$ cat config.mk
export PLATFORM = sky130hd
export DESIGN_NAME = fcd_top
export DESIGN_NICKNAME = d
export VERILOG_FILES = /design/src/rtl/fcd_pkg.sv /design/src/rtl/fcd_top.sv
export SDC_FILE = /design/constraint.sdc
export NUM_CORES = 1
export LEC_CHECK = 0
export BUFFER_PORTS_ARGS = -buffer_cell sky130_fd_sc_hd__buf_2
export CORE_MARGIN = 2
export CORE_UTILIZATION = 30
export DETAILED_ROUTE_END_ITERATION = 8
export PLACE_DENSITY = 0.52
export SLEW_MARGIN = 40
export SYNTH_ARGS = -nofsm -noshare
export SYNTH_HDL_FRONTEND = slang
export SYNTH_SLANG_ARGS = --single-unit
export TNS_END_PERCENT = 1
$ cat constraint.sdc
create_clock -name ref_clk -period 3.4 [get_ports ref_clk]
set_input_delay 1.02 -clock ref_clk [delete_from_list [all_inputs] [get_ports ref_clk]]
set_output_delay 1.02 -clock ref_clk [all_outputs]
set_load 0.005 [all_outputs]
$ cat src/rtl/fcd_pkg.sv
package fcd_pkg;

    // Clock period of ref_clk in nanoseconds.
    localparam int unsigned CLK_NS = 25;

    // Longest gap allowed between two bytes of one instruction, in microseconds.
    localparam int unsigned INTERBYTE_US = 80;
    // Sector erase window, its nominal length and its margin in percent.
    localparam int unsigned ERASE_WIN_US = 100;
    localparam int unsigned ERASE_WIN_PCT = 20;
    // Time that poll and toggle hold at zero after a fully protected erase.
    localparam int unsigned PROT_HOLD_US = 100;

    // Cycle counts; these are longest times, so they round down.
    localparam int unsigned INTERBYTE_CYC = INTERBYTE_US * 1000 / CLK_NS;
    localparam int unsigned ERASE_WIN_CYC =
        ERASE_WIN_US * 1000 * (100 + ERASE_WIN_PCT) / 100 / CLK_NS;
    localparam int unsigned PROT_HOLD_CYC = PROT_HOLD_US * 1000 / CLK_NS;

    // Coded cycle addresses, low twelve bits only.
    localparam logic [11:0] ADDR_CODE1 = 12'hAAA;
    localparam logic [11:0] ADDR_CODE2 = 12'h554;
    // Read offsets inside identifier mode, low eight bits of the address.
    localparam logic [7:0] OFS_IDENT = 8'h02;
    localparam logic [7:0] OFS_PROT = 8'h04;

    // Instruction byte values.
    localparam logic [7:0] CMD_CODE1 = 8'hAA;
    localparam logic [7:0] CMD_CODE2 = 8'h55;
    localparam logic [7:0] CMD_IDENT = 8'h90;
    localparam logic [7:0] CMD_PROG = 8'hA0;
    localparam logic [7:0] CMD_ERASE = 8'h80;
    localparam logic [7:0] CMD_SECT = 8'h30;
    localparam logic [7:0] CMD_BULK = 8'h10;
    localparam logic [7:0] CMD_BYPASS = 8'h20;
    localparam logic [7:0] CMD_BYP_EXIT = 8'h00;
    localparam logic [7:0] CMD_RESET = 8'hF0;

    // Answers of the protection-status read.
    localparam logic [7:0] PROT_YES = 8'h01;
    localparam logic [7:0] PROT_NO = 8'h00;

    // Identifier of the primary array; the value is arbitrary.
    localparam logic [7:0] IDENT_CODE = 8'h5A;

    // Decoder states.
    typedef enum logic [3:0] {
        ST_READ, ST_CYC1, ST_CYC2, ST_PROG, ST_ERS1, ST_ERS2, ST_ERS3,
        ST_ERS_WIN, ST_BUSY, ST_HOLD, ST_FAIL, ST_IDENT, ST_BYP,
        ST_BYP_PROG, ST_BYP_EXIT
    } fcd_state_t;

    // Operations handed to the embedded algorithm.
    typedef enum logic [1:0] {
        OP_NONE, OP_PROG, OP_SECT, OP_BULK
    } fcd_op_t;

    // Status byte layout, bit 7 first.
    typedef struct packed {
        logic poll;
        logic toggle;
        logic failure;
        logic rsv4;
        logic erase_window;
        logic [2:0] rsv2_0;
    } fcd_status_t;

    // Command to the embedded program and erase algorithm.
    typedef struct packed {
        logic start;
        fcd_op_t op;
        logic bank;
        logic [15:0] addr;
        logic [15:0] data;
        logic [7:0] sectors;
    } fcd_alg_cmd_t;

    // Whole state of the decoder.
    typedef struct packed {
        fcd_state_t st;
        logic bank;
        logic bypass;
        logic err;
        logic tog;
        logic [12:0] tmr;
        fcd_alg_cmd_t cmd;
        logic [15:0] rdata;
    } fcd_regs_t;

    // Timer and register values after reset.
    localparam logic [12:0] TMR_RESET = 13'h0000;
    localparam logic [15:0] RDATA_RESET = 16'h0000;

endpackage : fcd_pkg

$ cat src/rtl/fcd_top.sv
// The placing of the registers and the plain strobed port were chosen for this implementation.
`timescale 1ns/10ps

module fcd_top #(
    // Length of the sector erase window in ref_clk cycles.
    parameter int unsigned ERASE_WIN_CYCLES = fcd_pkg::ERASE_WIN_CYC
) (
    input wire logic ref_clk,
    input wire logic reset_n,
    input wire logic [15:0] bus_addr,
    input wire logic [15:0] bus_wdata,
    input wire logic bus_wr,
    input wire logic bus_rd,
    output logic [15:0] bus_rdata,
    input wire logic [7:0] primary_sector_selects,
    input wire logic [3:0] secondary_sector_selects,
    input wire logic [15:0] array_rdata,
    input wire logic sector_protected,
    input wire logic all_protected,
    input wire logic alg_busy,
    input wire logic alg_fail,
    output fcd_pkg::fcd_alg_cmd_t alg_cmd
);

    // Registered state and its next value.
    fcd_pkg::fcd_regs_t r_q;
    fcd_pkg::fcd_regs_t r_d;

    // Timer loads, cut to the timer width.
    localparam logic [12:0] TMR_BYTE = 13'(fcd_pkg::INTERBYTE_CYC);
    localparam logic [12:0] TMR_HOLD = 13'(fcd_pkg::PROT_HOLD_CYC);
    logic [12:0] tmr_win;
    assign tmr_win = 13'(ERASE_WIN_CYCLES);

    // Bank select decode and helpers, all combinational.
    logic sel_p;
    logic sel_s;
    logic sel_any;
    logic sel_bank;
    logic hit;
    logic [7:0] sel_mask;
    logic [7:0] wbyte;
    logic code1;
    logic code2;
    logic even;
    logic busy_exit;
    fcd_pkg::fcd_state_t cur;

    // Builds one status byte from the live flags and a poll value.
    function automatic logic [7:0] mk_status(input logic poll, input logic tog,
                                             input logic err, input logic ewin);
        fcd_pkg::fcd_status_t s;
        s = '0;
        s.poll = poll;
        s.toggle = tog;
        s.failure = err;
        s.erase_window = ewin;
        return s;
    endfunction : mk_status

    // Outputs come straight from the state register.
    assign bus_rdata = r_q.rdata;
    assign alg_cmd = r_q.cmd;

    // Next-state logic of the whole decoder.
    always_comb begin
        r_d = r_q;
        // The start pulse and read data last one cycle only.
        r_d.cmd.start = 1'b0;
        r_d.rdata = fcd_pkg::RDATA_RESET;
        sel_p = |primary_sector_selects;
        sel_s = |secondary_sector_selects;
        sel_any = sel_p | sel_s;
        sel_bank = ~sel_p;
        hit = r_q.bank ? sel_s : sel_p;
        sel_mask = sel_p ? primary_sector_selects : {4'h0, secondary_sector_selects};
        wbyte = bus_wdata[7:0];
        code1 = bus_addr[11:0] == fcd_pkg::ADDR_CODE1;
        code2 = bus_addr[11:0] == fcd_pkg::ADDR_CODE2;
        even = ~bus_addr[0];
        busy_exit = ~alg_busy & ~r_q.cmd.start;

        if (r_q.tmr != '0) begin
            r_d.tmr = r_q.tmr - 13'h0001;
        end

        cur = r_q.st;
        if (r_q.tmr == '0) begin
            case (r_q.st)
                fcd_pkg::ST_CYC1, fcd_pkg::ST_CYC2, fcd_pkg::ST_PROG,
                fcd_pkg::ST_ERS1, fcd_pkg::ST_ERS2, fcd_pkg::ST_ERS3: begin
                    cur = fcd_pkg::ST_READ;
                end
                fcd_pkg::ST_BYP_PROG, fcd_pkg::ST_BYP_EXIT: begin
                    cur = fcd_pkg::ST_BYP;
                end
                fcd_pkg::ST_HOLD: begin
                    cur = fcd_pkg::ST_READ;
                end
                fcd_pkg::ST_ERS_WIN: begin
                    if (r_q.cmd.sectors != '0) begin
                        r_d.cmd.start = 1'b1;
                        r_d.cmd.op = fcd_pkg::OP_SECT;
                        cur = fcd_pkg::ST_BUSY;
                    end else begin
                        r_d.tmr = TMR_HOLD;
                        cur = fcd_pkg::ST_HOLD;
                    end
                end
                default: begin
                    cur = r_q.st;
                end
            endcase
        end

        // The algorithm finishing ends the busy state; a failure with the last busy cycle counts.
        if (r_q.st == fcd_pkg::ST_BUSY && busy_exit) begin
            if (r_q.err || alg_fail) begin
                cur = fcd_pkg::ST_FAIL;
            end else if (r_q.bypass) begin
                cur = fcd_pkg::ST_BYP;
            end else begin
                cur = fcd_pkg::ST_READ;
            end
        end
        r_d.st = cur;

        // Read answers, one cycle after the strobe.
        if (bus_rd) begin
            r_d.rdata = array_rdata;
            case (cur)
                fcd_pkg::ST_IDENT: begin
                    if (bus_addr[7:0] == fcd_pkg::OFS_IDENT && !r_q.bank) begin
                        r_d.rdata = {8'h00, fcd_pkg::IDENT_CODE};
                    end else if (bus_addr[7:0] == fcd_pkg::OFS_PROT) begin
                        r_d.rdata = {8'h00, sector_protected ? fcd_pkg::PROT_YES
                                                             : fcd_pkg::PROT_NO};
                    end
                end
                fcd_pkg::ST_ERS_WIN, fcd_pkg::ST_BUSY, fcd_pkg::ST_FAIL: begin
                    if (hit) begin
                        r_d.tog = ~r_q.tog;
                        if (r_q.cmd.op == fcd_pkg::OP_PROG) begin
                            r_d.rdata = {mk_status(~r_q.cmd.data[15], r_q.tog, r_q.err, 1'b0),
                                         mk_status(~r_q.cmd.data[7], r_q.tog, r_q.err, 1'b0)};
                        end else begin
                            r_d.rdata = {2{mk_status(1'b0, r_q.tog, r_q.err,
                                                     cur != fcd_pkg::ST_ERS_WIN)}};
                        end
                    end
                end
                fcd_pkg::ST_HOLD: begin
                    if (hit) begin
                        r_d.rdata = {2{mk_status(1'b0, 1'b0, r_q.err, 1'b1)}};
                    end
                end
                default: begin
                    r_d.rdata = array_rdata;
                end
            endcase
        end

        if (bus_wr && (cur == fcd_pkg::ST_READ ? sel_any : hit)) begin
            case (cur)
                fcd_pkg::ST_READ: begin
                    if (wbyte == fcd_pkg::CMD_CODE1 && code1) begin
                        r_d.st = fcd_pkg::ST_CYC1;
                        r_d.bank = sel_bank;
                        r_d.tmr = TMR_BYTE;
                    end else if (wbyte == fcd_pkg::CMD_RESET && even) begin
                        r_d.err = 1'b0;
                    end
                end
                fcd_pkg::ST_CYC1: begin
                    r_d.st = fcd_pkg::ST_READ;
                    if (wbyte == fcd_pkg::CMD_CODE2 && code2) begin
                        r_d.st = fcd_pkg::ST_CYC2;
                        r_d.tmr = TMR_BYTE;
                    end
                end
                fcd_pkg::ST_CYC2: begin
                    r_d.st = fcd_pkg::ST_READ;
                    r_d.tmr = TMR_BYTE;
                    if (code1) begin
                        case (wbyte)
                            fcd_pkg::CMD_IDENT: r_d.st = fcd_pkg::ST_IDENT;
                            fcd_pkg::CMD_PROG: r_d.st = fcd_pkg::ST_PROG;
                            fcd_pkg::CMD_ERASE: r_d.st = fcd_pkg::ST_ERS1;
                            fcd_pkg::CMD_BYPASS: begin
                                r_d.st = fcd_pkg::ST_BYP;
                                r_d.bypass = 1'b1;
                            end
                            default: r_d.st = fcd_pkg::ST_READ;
                        endcase
                    end
                end
                fcd_pkg::ST_PROG, fcd_pkg::ST_BYP_PROG: begin
                    r_d.st = r_q.bypass ? fcd_pkg::ST_BYP : fcd_pkg::ST_READ;
                    r_d.cmd.addr = bus_addr;
                    r_d.cmd.data = bus_wdata;
                    r_d.cmd.op = fcd_pkg::OP_PROG;
                    if (!sector_protected) begin
                        if ((bus_wdata & ~array_rdata) != '0) begin
                            r_d.err = 1'b1;
                            r_d.st = fcd_pkg::ST_FAIL;
                        end else begin
                            r_d.cmd.start = 1'b1;
                            r_d.cmd.bank = r_q.bank;
                            r_d.st = fcd_pkg::ST_BUSY;
                        end
                    end
                end
                fcd_pkg::ST_ERS1: begin
                    r_d.st = fcd_pkg::ST_READ;
                    if (wbyte == fcd_pkg::CMD_CODE1 && code1) begin
                        r_d.st = fcd_pkg::ST_ERS2;
                        r_d.tmr = TMR_BYTE;
                    end
                end
                fcd_pkg::ST_ERS2: begin
                    r_d.st = fcd_pkg::ST_READ;
                    if (wbyte == fcd_pkg::CMD_CODE2 && code2) begin
                        r_d.st = fcd_pkg::ST_ERS3;
                        r_d.tmr = TMR_BYTE;
                    end
                end
                fcd_pkg::ST_ERS3: begin
                    r_d.st = fcd_pkg::ST_READ;
                    r_d.cmd.bank = r_q.bank;
                    r_d.cmd.addr = bus_addr;
                    r_d.cmd.sectors = '0;
                    if (wbyte == fcd_pkg::CMD_BULK && code1) begin
                        r_d.cmd.op = fcd_pkg::OP_BULK;
                        if (all_protected) begin
                            r_d.st = fcd_pkg::ST_HOLD;
                            r_d.tmr = TMR_HOLD;
                        end else begin
                            r_d.cmd.start = 1'b1;
                            r_d.st = fcd_pkg::ST_BUSY;
                        end
                    end else if (wbyte == fcd_pkg::CMD_SECT) begin
                        r_d.cmd.op = fcd_pkg::OP_SECT;
                        r_d.cmd.sectors = sector_protected ? 8'h00 : sel_mask;
                        r_d.st = fcd_pkg::ST_ERS_WIN;
                        r_d.tmr = tmr_win;
                    end
                end
                fcd_pkg::ST_ERS_WIN: begin
                    if (wbyte == fcd_pkg::CMD_SECT) begin
                        if (!sector_protected) begin
                            r_d.cmd.sectors = r_q.cmd.sectors | sel_mask;
                        end
                        r_d.tmr = tmr_win;
                    end else begin
                        r_d.st = fcd_pkg::ST_READ;
                        r_d.cmd.sectors = '0;
                    end
                end
                fcd_pkg::ST_IDENT, fcd_pkg::ST_FAIL: begin
                    if (wbyte == fcd_pkg::CMD_RESET && even) begin
                        r_d.st = fcd_pkg::ST_READ;
                        r_d.err = 1'b0;
                    end
                end
                fcd_pkg::ST_BYP: begin
                    if (wbyte == fcd_pkg::CMD_PROG) begin
                        r_d.st = fcd_pkg::ST_BYP_PROG;
                        r_d.tmr = TMR_BYTE;
                    end else if (wbyte == fcd_pkg::CMD_IDENT) begin
                        r_d.st = fcd_pkg::ST_BYP_EXIT;
                        r_d.tmr = TMR_BYTE;
                    end
                end
                fcd_pkg::ST_BYP_EXIT: begin
                    r_d.st = fcd_pkg::ST_BYP;
                    if (wbyte == fcd_pkg::CMD_BYP_EXIT) begin
                        r_d.st = fcd_pkg::ST_READ;
                        r_d.bypass = 1'b0;
                    end
                end
                default: begin
                    // Busy and hold states accept no instruction.
                    r_d.st = cur;
                end
            endcase
        end

        if (alg_fail) begin
            r_d.err = 1'b1;
        end
    end

    always_ff @(posedge ref_clk or negedge reset_n) begin
        if (!reset_n) begin
            r_q.st <= fcd_pkg::ST_READ;
            r_q.bank <= 1'b0;
            r_q.bypass <= 1'b0;
            r_q.err <= 1'b0;
            r_q.tog <= 1'b0;
            r_q.tmr <= fcd_pkg::TMR_RESET;
            r_q.cmd <= '0;
            r_q.rdata <= fcd_pkg::RDATA_RESET;
        end else begin
            r_q <= r_d;
        end
    end

endmodule : fcd_top

==> metrics.yaml, run 1 <==
outcome:
  status: "finished clean"
setup_path:
  cp_slowest_cell: "o21ai_4"
  crit-reg2reg-launch: "r_q[67]$_DFF_PN0_"
  path_cells: "nor4_4 -> a41oi_1 -> a211oi_1 -> nor3_1 -> o21a_1 -> o21ai_4 -> mux2_2"
  reg2reg_depth: 7
  timing.rr.end: "alg_cmd[24]$_DFFE_PN0P_"
  required_ns: 3.63
  cp.depth: 7
  worstPathBufferInverterCount: 0
  critPathKind: "flip-flop to flip-flop"
  critPathCapture: "alg_cmd[24]$_DFFE_PN0P_"
  r2r_slack_ns: 0.28
  cp-start-kind: "flip-flop"
  crit_path_start: "r_q[67]$_DFF_PN0_"
  end_kind: "flip-flop"
  slowest_delay_ns: 0.60
  cp_max_fo: 17
  path_delay_family: "compound AO/OA/AOI/OAI gates"
  cp.arrival_ns: 3.35
global_routing:
  grt_max_degree: 50
  overflow: 0
  grt_pass1_wl_mm: 25.2
  grt_antenna_before_repair: 0
  grt_pass1_vias: 4634
  grt.total_usage_pct: 17.7
detailed_routing:
  drt-initial-drc-count: 290
  routedWlPerCell_um: 17.8
  wl_mm: 16.1
  vias_per_cell: 5.10
  drtAntennaViolNets: 0
  drc_errors: 0
  firstDrtPassIters: 5
  vias: 4596
flow_run:
  max-cap-violations: 0
pwr:
  leakage_nw: 3.14
  ir_drop_v: 0.000205
  p_per_area_nw_per_um2: 417
clock_tree:
  cts_tree: "built"
  cts_buffer_depth: 2
  postCtsSetupRepairBufs: 0
  cts_sinks: 81
  htree_num_levels: 3
  postCtsHoldBufs: 0
  cts_resized: 0
  cts_buffers: 9
  root_buffer: "clkbuf_16"
  clk_latency_ns: 0.35
  clk_pin_slew_ns: 0.06
place:
  place_area_um2: 6020
  hpwl_mm: 12.7
  port_buffers: 127
  dp.cells: 886
  place.gp.congestion: 0.933
synthesis:
  ys_seq_elements: 81
  synth_area_um2: 5210
  synth_top_cell_by_area: "dfrtp_1"
  avgSynthCellArea_um2: 9.35
  yosys-top-cells-area: "dfrtp_1, buf_4, mux2_2"
  yosysUniqueCellTypes: 78
  synth_top_cell_area_share_pct: 38.9
  synth_most_common_cell: "dfrtp_1"
  syn-num-nets: 627
  synth_flop_cell: "dfrtp_1"
  ys_top_cells_by_count: "dfrtp_1, buf_4, nand2_1, nor2_1, o21ai_0"
  async_flop_share_pct: 100
  syn_inst: 557
  ys_seq_area_share_pct: 38.9
  synth-edff-count: 0
  yosys_warnings: 0
timing:
  skew_ns: 0.0100
  period_minus_slack_ns: 3.12
  slew_violations: 0
  finalCritPeriodShare_pct: 91.8
  fmax_mhz: 320
  hold_violations: 0
  tightestPinTransition_ns: 0.711
  holdWs_ns: 0.473
  rsz0062_at_grt: "no"
  setup_viol_count_final: 0
  finalSetupTns_ns: 0
  slew_headroom_pct: 52.4
final_layout:
  area_growth_pct: 21.2
  stdcell_area_um2: 6310
  n_antenna_cell: 0
  drive_gt1_share_pct: 36.5
  instances_no_fill: 902
  nets: 742
floorplan:
  pin_count: 128
  dieArea_um2: 18400
  initial_core_util_pct: 30.4
  rows: 48
  coreArea_um2: 17100
  die_h_um: 136
  fp.dieW_um: 136
worst_hold_path:
  holdPathStages: 1
  hp-class: "flip-flop to flip-flop"
[layout by cell type, fill, tap and decap left out, types with 16 or more instances in the layout]
cell type and instances:
nand2_1 46, buf_4 54, nand3_1 16, dfrtp_1 81, mux2_2 18, a21oi_1 17
o21ai_0 33, nor3_1 18, inv_1 20, nor2_1 42, buf_2 126
[cell families after synthesis]
family / synth area share [%]
buffers and inverters: 11.8
adder cells (fa/ha/maj): 0.480
multiplexers: 9.10
AO/OA/AOI/OAI: 16.9
flip-flops: 38.9
XOR/XNOR: 1.51
AND/OR/NAND/NOR: 21.2
[per-layer routing]
layer  part of all wire, %  wire length, um  GRT usage (%)  vias up
met5                     0                0              0        -
met4                   1.0              167           4.86        0
met3                   5.8              929           4.04       14
met2                    46             7450           27.7      142
met1                    47             7530           24.5     2238
li1                      -                -              -     2202
[where the power goes]
group / leakage [nW] / internal, mW / switching, mW / total (mW)
sequential: 1.07 / 1.04 / 0.0851 / 1.13
clock: 0.144 / 0.568 / 0.400 / 0.968
combinational: 1.93 / 0.227 / 0.307 / 0.535
total: 3.14 / 1.84 / 0.792 / 2.63
[through the flow]
| step | setup slack (ns) | power, mW | util (%) |
|---|---|---|---|
| after floorplan | 0.173 | 1.47 | - |
| after global placement | 0.0308 | 1.66 | 35.2 |
| after detailed placement | -0.00739 | 1.68 | 35.2 |
| after CTS | 0.302 | 2.66 | 36.9 |
| after global routing | 0.0841 | 2.77 | 36.9 |
| final | 0.279 | 2.63 | 36.9 |
[flip-flops by register name, summed over array words and instances (netlist names)]
signal / flops
alg_cmd: 44
bus_rdata: 16
r_q: 21
[worst min-delay path by stage]
| stage | endpoint | startpoint | slack (ns) |
|---|---|---|---|
| 2_1_floorplan | r_q[73]$_DFFE_PN0P_ | r_q[73]$_DFFE_PN0P_ | 0.44 |
| 3_3_place_gp | r_q[73]$_DFFE_PN0P_ | r_q[73]$_DFFE_PN0P_ | 0.45 |
| 3_5_place_dp | r_q[73]$_DFFE_PN0P_ | r_q[73]$_DFFE_PN0P_ | 0.46 |
| 4_1_cts | r_q[73]$_DFFE_PN0P_ | r_q[73]$_DFFE_PN0P_ | 0.47 |
| 5_1_grt | r_q[73]$_DFFE_PN0P_ | r_q[73]$_DFFE_PN0P_ | 0.50 |
| 6_report | r_q[73]$_DFFE_PN0P_ | r_q[73]$_DFFE_PN0P_ | 0.47 |
[layout make-up]
cell class | count | area [um^2]
clock buffers | 11 | 233
clock inverters | 5 | 53.8
fillers | 1789 | 10800
inverters | 20 | 75.1
multi-input cells | 378 | 2560
flip-flops and latches | 81 | 2030
well taps | 225 | 282
repair buffers | 182 | 1080
No activity file was read; power rests on OpenSTA's default activity.
==> inputs of run 2 (changes only) <==
Settings changed: ABC_AREA set to 1, PLACE_DENSITY 0.52 to 0.51.
==> metrics.yaml, run 2 <==
clock_tree:
  clk_pin_slew_ns: 0.07
  postCtsHoldBufs: 0
  clk_latency_ns: 0.35
  cts_buffer_depth: 2
  cts_sinks: 81
  postCtsSetupRepairBufs: 0
  cts_tree: "built"
  htree_num_levels: 3
  cts_resized: 0
  cts_buffers: 9
  root_buffer: "clkbuf_16"
synthesis:
  ys_seq_area_share_pct: 33.7
  synth_flop_cell: "dfrtp_1"
  synth_area_um2: 6010
  synth_top_cell_by_area: "dfrtp_1"
  yosysUniqueCellTypes: 44
  syn-num-nets: 941
  ys_top_cells_by_count: "nand2_1, inv_1, nor2_1, dfrtp_1, nand3_1"
  synth_most_common_cell: "nand2_1"
  yosys_warnings: 0
  ys_seq_elements: 81
  synth_top_cell_area_share_pct: 33.7
  syn_inst: 871
  yosys-top-cells-area: "dfrtp_1, nand2_1, buf_4"
  synth-edff-count: 0
  avgSynthCellArea_um2: 6.90
  async_flop_share_pct: 100
final_layout:
  largest_reg_flops: 44
  mostFrequentLayoutCells: "nand2_1, buf_2, inv_1"
  nets: 1036
  drive_gt1_share_pct: 24.3
  stdcell_area_um2: 7000
  n_antenna_cell: 0
  fin_util_pct: 35.7
  final_common_cell: "nand2_1"
  area_growth_pct: 16.4
  nFillCells: 2158
pwr:
  switchingPower_mw: 2.09
  leakage_nw: 3.69
  ir_drop_v: 0.000237
  p_seq_share_pct: 32.1
  p_per_area_nw_per_um2: 682
  netSwitchingFraction_pct: 43.9
  clock_power_share_pct: 20.3
  p_comb_share_pct: 47.6
  p_int_mw: 2.68
  report.power.total_mw: 4.77
place:
  hpwl_mm: 15.5
  port_buffers: 127
  place.gp.congestion: 0.958
  place_area_um2: 6710
detailed_routing:
  drc_errors: 0
  wl_mm: 19.2
  drt-initial-drc-count: 324
  drtAntennaViolNets: 0
  vias_per_cell: 4.75
  firstDrtPassIters: 5
  vias: 5866
  routedWlPerCell_um: 15.5
floorplan:
  rows: 51
  pin_count: 128
  die_h_um: 146
  initial_core_util_pct: 30.7
  dieArea_um2: 21200
  fp.dieW_um: 146
  coreArea_um2: 19600
setup_path:
  reg2reg_depth: 15
  crit-reg2reg-launch: "r_q[60]$_DFF_PN0_"
  slowest_delay_ns: 0.41
  path_cells: "inv_1 -> ha_1 -> nand2_1 -> nor2_1 -> nand2_1 -> nand2_1 -> nand2_1 -> nand2_2 -> nand2_2 -> nor2_4 -> nand2_1 -> nand2_1 -> nand2_4 -> nand2_1 -> o21ai_2"
  path_delay_family: "simple AND/OR/NAND/NOR gates"
  cp_slowest_cell: "nand2_1"
  critPathKind: "flip-flop to flip-flop"
  required_ns: 3.63
  timing.rr.end: "alg_cmd[8]$_DFFE_PN0P_"
  path_common_cell: "nand2_1"
  cp.depth: 15
  worstPathBufferInverterCount: 1
  cp-start-kind: "flip-flop"
  cp_max_fo: 29
  end_kind: "flip-flop"
  r2r_slack_ns: 0.48
  cp.arrival_ns: 3.15
timing:
  rsz0062_at_grt: "no"
  finalSetupTns_ns: 0
  slew_headroom_pct: 59.9
  setup_viol_count_final: 0
  fmax_mhz: 343
  finalCritPeriodShare_pct: 85.8
  tightestPinTransition_ns: 0.601
  hold_violations: 0
  holdWs_ns: 0.472
  period_minus_slack_ns: 2.92
  skew_ns: 0.00924
  slew_violations: 0
global_routing:
  grt_max_degree: 44
  grt_pass1_vias: 5557
  grt_antenna_before_repair: 0
  grt_pass1_wl_mm: 30.5
  grt.total_usage_pct: 18.1
  overflow: 0
outcome:
  status: "finished clean"
worst_hold_path:
  hp-class: "flip-flop to flip-flop"
  hold_end: "alg_cmd[21]$_DFFE_PN0P_"
  hp-start: "alg_cmd[21]$_DFFE_PN0P_"
  holdPathStages: 2
flow_run:
  max-cap-violations: 0
run 2: cell count changes after synthesis, moves of 9 or more:
cell,change
and3_1,-12
o21ai_1,+10
inv_1,+95
mux2_1,-9
mux2_2,-18
o21ai_0,+33
nand2_2,+16
nand2_1,+151
mux2_4,-10
o21ai_2,+12
nand3_1,+55
nor2_1,+41
nand4_1,+16
run 2: final cells by class:
type / instances / area [um^2] / area share, %
Tap cell: 265 / 332 / 4.74
Multi-Input combinational cell: 593 / 2970 / 42.4
Clock inverter: 6 / 50.0 / 0.715
Timing Repair Buffer: 160 / 923 / 13.2
Inverter: 121 / 457 / 6.53
Sequential cell: 81 / 2030 / 29.0
Clock buffer: 10 / 239 / 3.42
run 2: cells by family after synthesis:
group / count (synthesis) / synth area share, %
AOI/OAI and AO/OA: 137 / 13.4
xor gates and xnor gates: 7 / 1.02
adders and majority gates: 2 / 0.416
buffers and inverters: 197 / 17.0
DFF: 81 / 33.7
and+or+nand+nor: 447 / 34.5
run 2: worst min-delay path, cell delays in order, from the launching register on:
cell and delay, ns:
dfrtp_1 0.34, nand2_1 0.05, nand2_1 0.04
run 2: worst max path at each step:
stage	startpoint	endpoint
after floorplan	alg_busy	alg_cmd[23]$_DFFE_PN0P_
after detailed placement	alg_busy	alg_cmd[14]$_DFFE_PN0P_
after global placement	alg_busy	alg_cmd[23]$_DFFE_PN0P_
after CTS	r_q[60]$_DFF_PN0_	alg_cmd[14]$_DFFE_PN0P_
after global routing	r_q[60]$_DFF_PN0_	alg_cmd[16]$_DFFE_PN0P_
final	r_q[60]$_DFF_PN0_	alg_cmd[8]$_DFFE_PN0P_
run 2: stage by stage:
step | worst slack [ns] | std cells
floorplan | 0.551 | 871
global placement | 0.194 | 1220
detailed placement | 0.150 | 1220
CTS | 0.494 | 1236
global route | 0.0999 | 1236
finish | 0.482 | 1236
run 2: metal layers:
| layer | wire length, um | GRT usage (%) | up-vias |
|---|---|---|---|
| met5 | 0 | 0 | - |
| met4 | 343 | 5.78 | 0 |
| met3 | 1130 | 3.13 | 23 |
| met2 | 8260 | 27.6 | 182 |
| met1 | 9420 | 26.1 | 2689 |
| li1 | - | - | 2972 |
run 2: power groups by stage:
stage | sequential, mW | clock (mW) | combinational (mW)
final | 1.53 | 0.969 | 2.27
after global routing | 1.58 | 1.04 | 2.57
after CTS | 1.53 | 1.00 | 2.28
after detailed placement | 1.55 | 0 | 2.28
after global placement | 1.56 | 0 | 2.26
after floorplan | 1.49 | 0 | 1.81
==> inputs of run 3 (changes only) <==
Settings changed: REMOVE_ABC_BUFFERS set to 1.
==> metrics.yaml, run 3 (synthesized netlist as in run 2, its figures left out) <==
detailed_routing:
  routedWlPerCell_um: 14.8
  vias_per_cell: 4.65
  drc_errors: 0
  drtAntennaViolNets: 0
  wl_mm: 18.1
  firstDrtPassIters: 6
  drt-initial-drc-count: 410
  vias: 5704
clock_tree:
  htree_num_levels: 3
  cts_sinks: 81
  cts_buffers: 9
  clk_pin_slew_ns: 0.06
  postCtsSetupRepairBufs: 0
  postCtsHoldBufs: 0
  cts_tree: "built"
  cts_buffer_depth: 2
  cts_resized: 0
  root_buffer: "clkbuf_16"
  clk_latency_ns: 0.35
outcome:
  status: "finished clean"
pwr:
  p_seq_share_pct: 32.0
  switchingPower_mw: 2.04
  ir_drop_v: 0.000264
  p_comb_share_pct: 45.5
  p_int_mw: 2.76
  netSwitchingFraction_pct: 42.5
  p_per_area_nw_per_um2: 691
  leakage_nw: 3.66
  clock_power_share_pct: 22.4
place:
  preCtsSetupSlack_ns: 0.219
  place.gp.congestion: 0.914
  port_buffers: 127
  hpwl_mm: 14.4
worst_hold_path:
  hp-class: "flip-flop to flip-flop"
global_routing:
  grt_pass1_vias: 5543
  grt_max_degree: 45
  grt_pass1_wl_mm: 29.2
  overflow: 0
  grt_antenna_before_repair: 0
  grt.total_usage_pct: 17.3
final_layout:
  multiInputGateArea_um2: 2970
  nets: 1026
  final_common_cell: "nand2_1"
  nFillCells: 2148
  drive_gt1_share_pct: 23.5
  n_antenna_cell: 0
  seqCellArea_um2: 2030
  area_growth_pct: 15.5
  largest_reg_flops: 44
  mostFrequentLayoutCells: "nand2_1, buf_2, inv_1"
setup_path:
  cp_max_fo: 9
  end_kind: "flip-flop"
  cp-start-kind: "flip-flop"
  cp.arrival_ns: 3.06
  critPathKind: "flip-flop to flip-flop"
  required_ns: 3.61
floorplan:
  fp.dieW_um: 146
  die_h_um: 146
  dieArea_um2: 21200
  initial_core_util_pct: 30.7
  pin_count: 128
  rows: 51
  coreArea_um2: 19600
timing:
  hold_violations: 0
  period_minus_slack_ns: 2.85
  rsz0062_at_grt: "no"
  fmax_mhz: 351
  finalCritPeriodShare_pct: 83.8
  setup_slack_ns: 0.551
  skew_ns: 0.00839
  setup_viol_count_final: 0
  tightestPinTransition_ns: 0.634
  finalSetupTns_ns: 0
  slew_headroom_pct: 57.7
  slew_violations: 0
flow_run:
  max-cap-violations: 0
run 3: cell count changes in the layout (fill, tap and decap cells not counted), sizes merged:
| cell | before | now |
|---|---|---|
| clkinvlp | 2 | 1 |
| bufinv | 0 | 2 |
| clkinv | 1 | 3 |
| buf | 160 | 150 |
| inv | 124 | 122 |
| clkbuf | 10 | 9 |
run 3: critical path, stage by stage (launching register included):
cell	delay, ns
dfrtp_1	0.36
inv_1	0.12
ha_1	0.20
nand2_1	0.06
nor2_1	0.16
nand2_1	0.23
nand2_1	0.12
nand2_1	0.07
nand2_2	0.12
nand2_2	0.15
nor2_4	0.19
nand2_1	0.13
nand2_1	0.29
nand2_1	0.16
nand2_1	0.13
nand2_1	0.08
nand2_1	0.06
o21ai_0	0.09
run 3: per-stage QoR:
step	total power [mW]	cells	cell area, um^2	util (%)	hold slack, ns
2_1_floorplan	2.95	795	5450	-	0.465
3_5_place_dp	3.75	1210	6620	33.8	0.457
4_1_cts	4.86	1226	6950	35.5	0.474
5_1_grt	5.22	1226	6950	35.5	0.496
3_3_place_gp	3.75	1210	6620	33.8	0.457
6_report	4.80	1226	6950	35.5	0.469
run 3: area by class of cell:
cell class,count,area share (%)
clock buffers,9,3.24
clock inverters,7,1.48
inverters,121,6.57
well taps,265,4.77
multi-input cells,593,42.7
flip-flops and latches,81,29.2
repair buffers,150,12.0
run 3: metal layers:
layer	global-route usage, %	up-vias	wire length (um)
li1	-	2947	-
met5	0	-	0
met4	5.39	0	367
met3	3.42	26	923
met1	22.9	2579	8500
met2	28.5	152	8300
run 3: power by group through the flow:
stage	logic [mW]	clock network (mW)	registers, mW
after floorplan	1.40	0	1.54
after global placement	2.19	0	1.56
after detailed placement	2.19	0	1.55
after CTS	2.21	1.11	1.54
after global routing	2.49	1.15	1.58
final	2.19	1.08	1.54
run 3: path summary, 6_finish.rpt:
path / from / endpoint / slack [ns] / cells after the start
worst min-delay path: alg_cmd[21]$_DFFE_PN0P_ / alg_cmd[21]$_DFFE_PN0P_ / 0.47 / 2
max in group asynchronous: reset_n / r_q[73]$_DFFE_PN0P_ / 2.13 / 2
worst max-delay path: r_q[60]$_DFF_PN0_ / alg_cmd[40]$_DFFE_PN0P_ / 0.55 / 17
min in group asynchronous: reset_n / alg_cmd[39]$_DFFE_PN0P_ / 0.64 / 1
worst max register to register: r_q[60]$_DFF_PN0_ / alg_cmd[40]$_DFFE_PN0P_ / 0.55 / 17
worst min register to register: alg_cmd[21]$_DFFE_PN0P_ / alg_cmd[21]$_DFFE_PN0P_ / 0.47 / 2
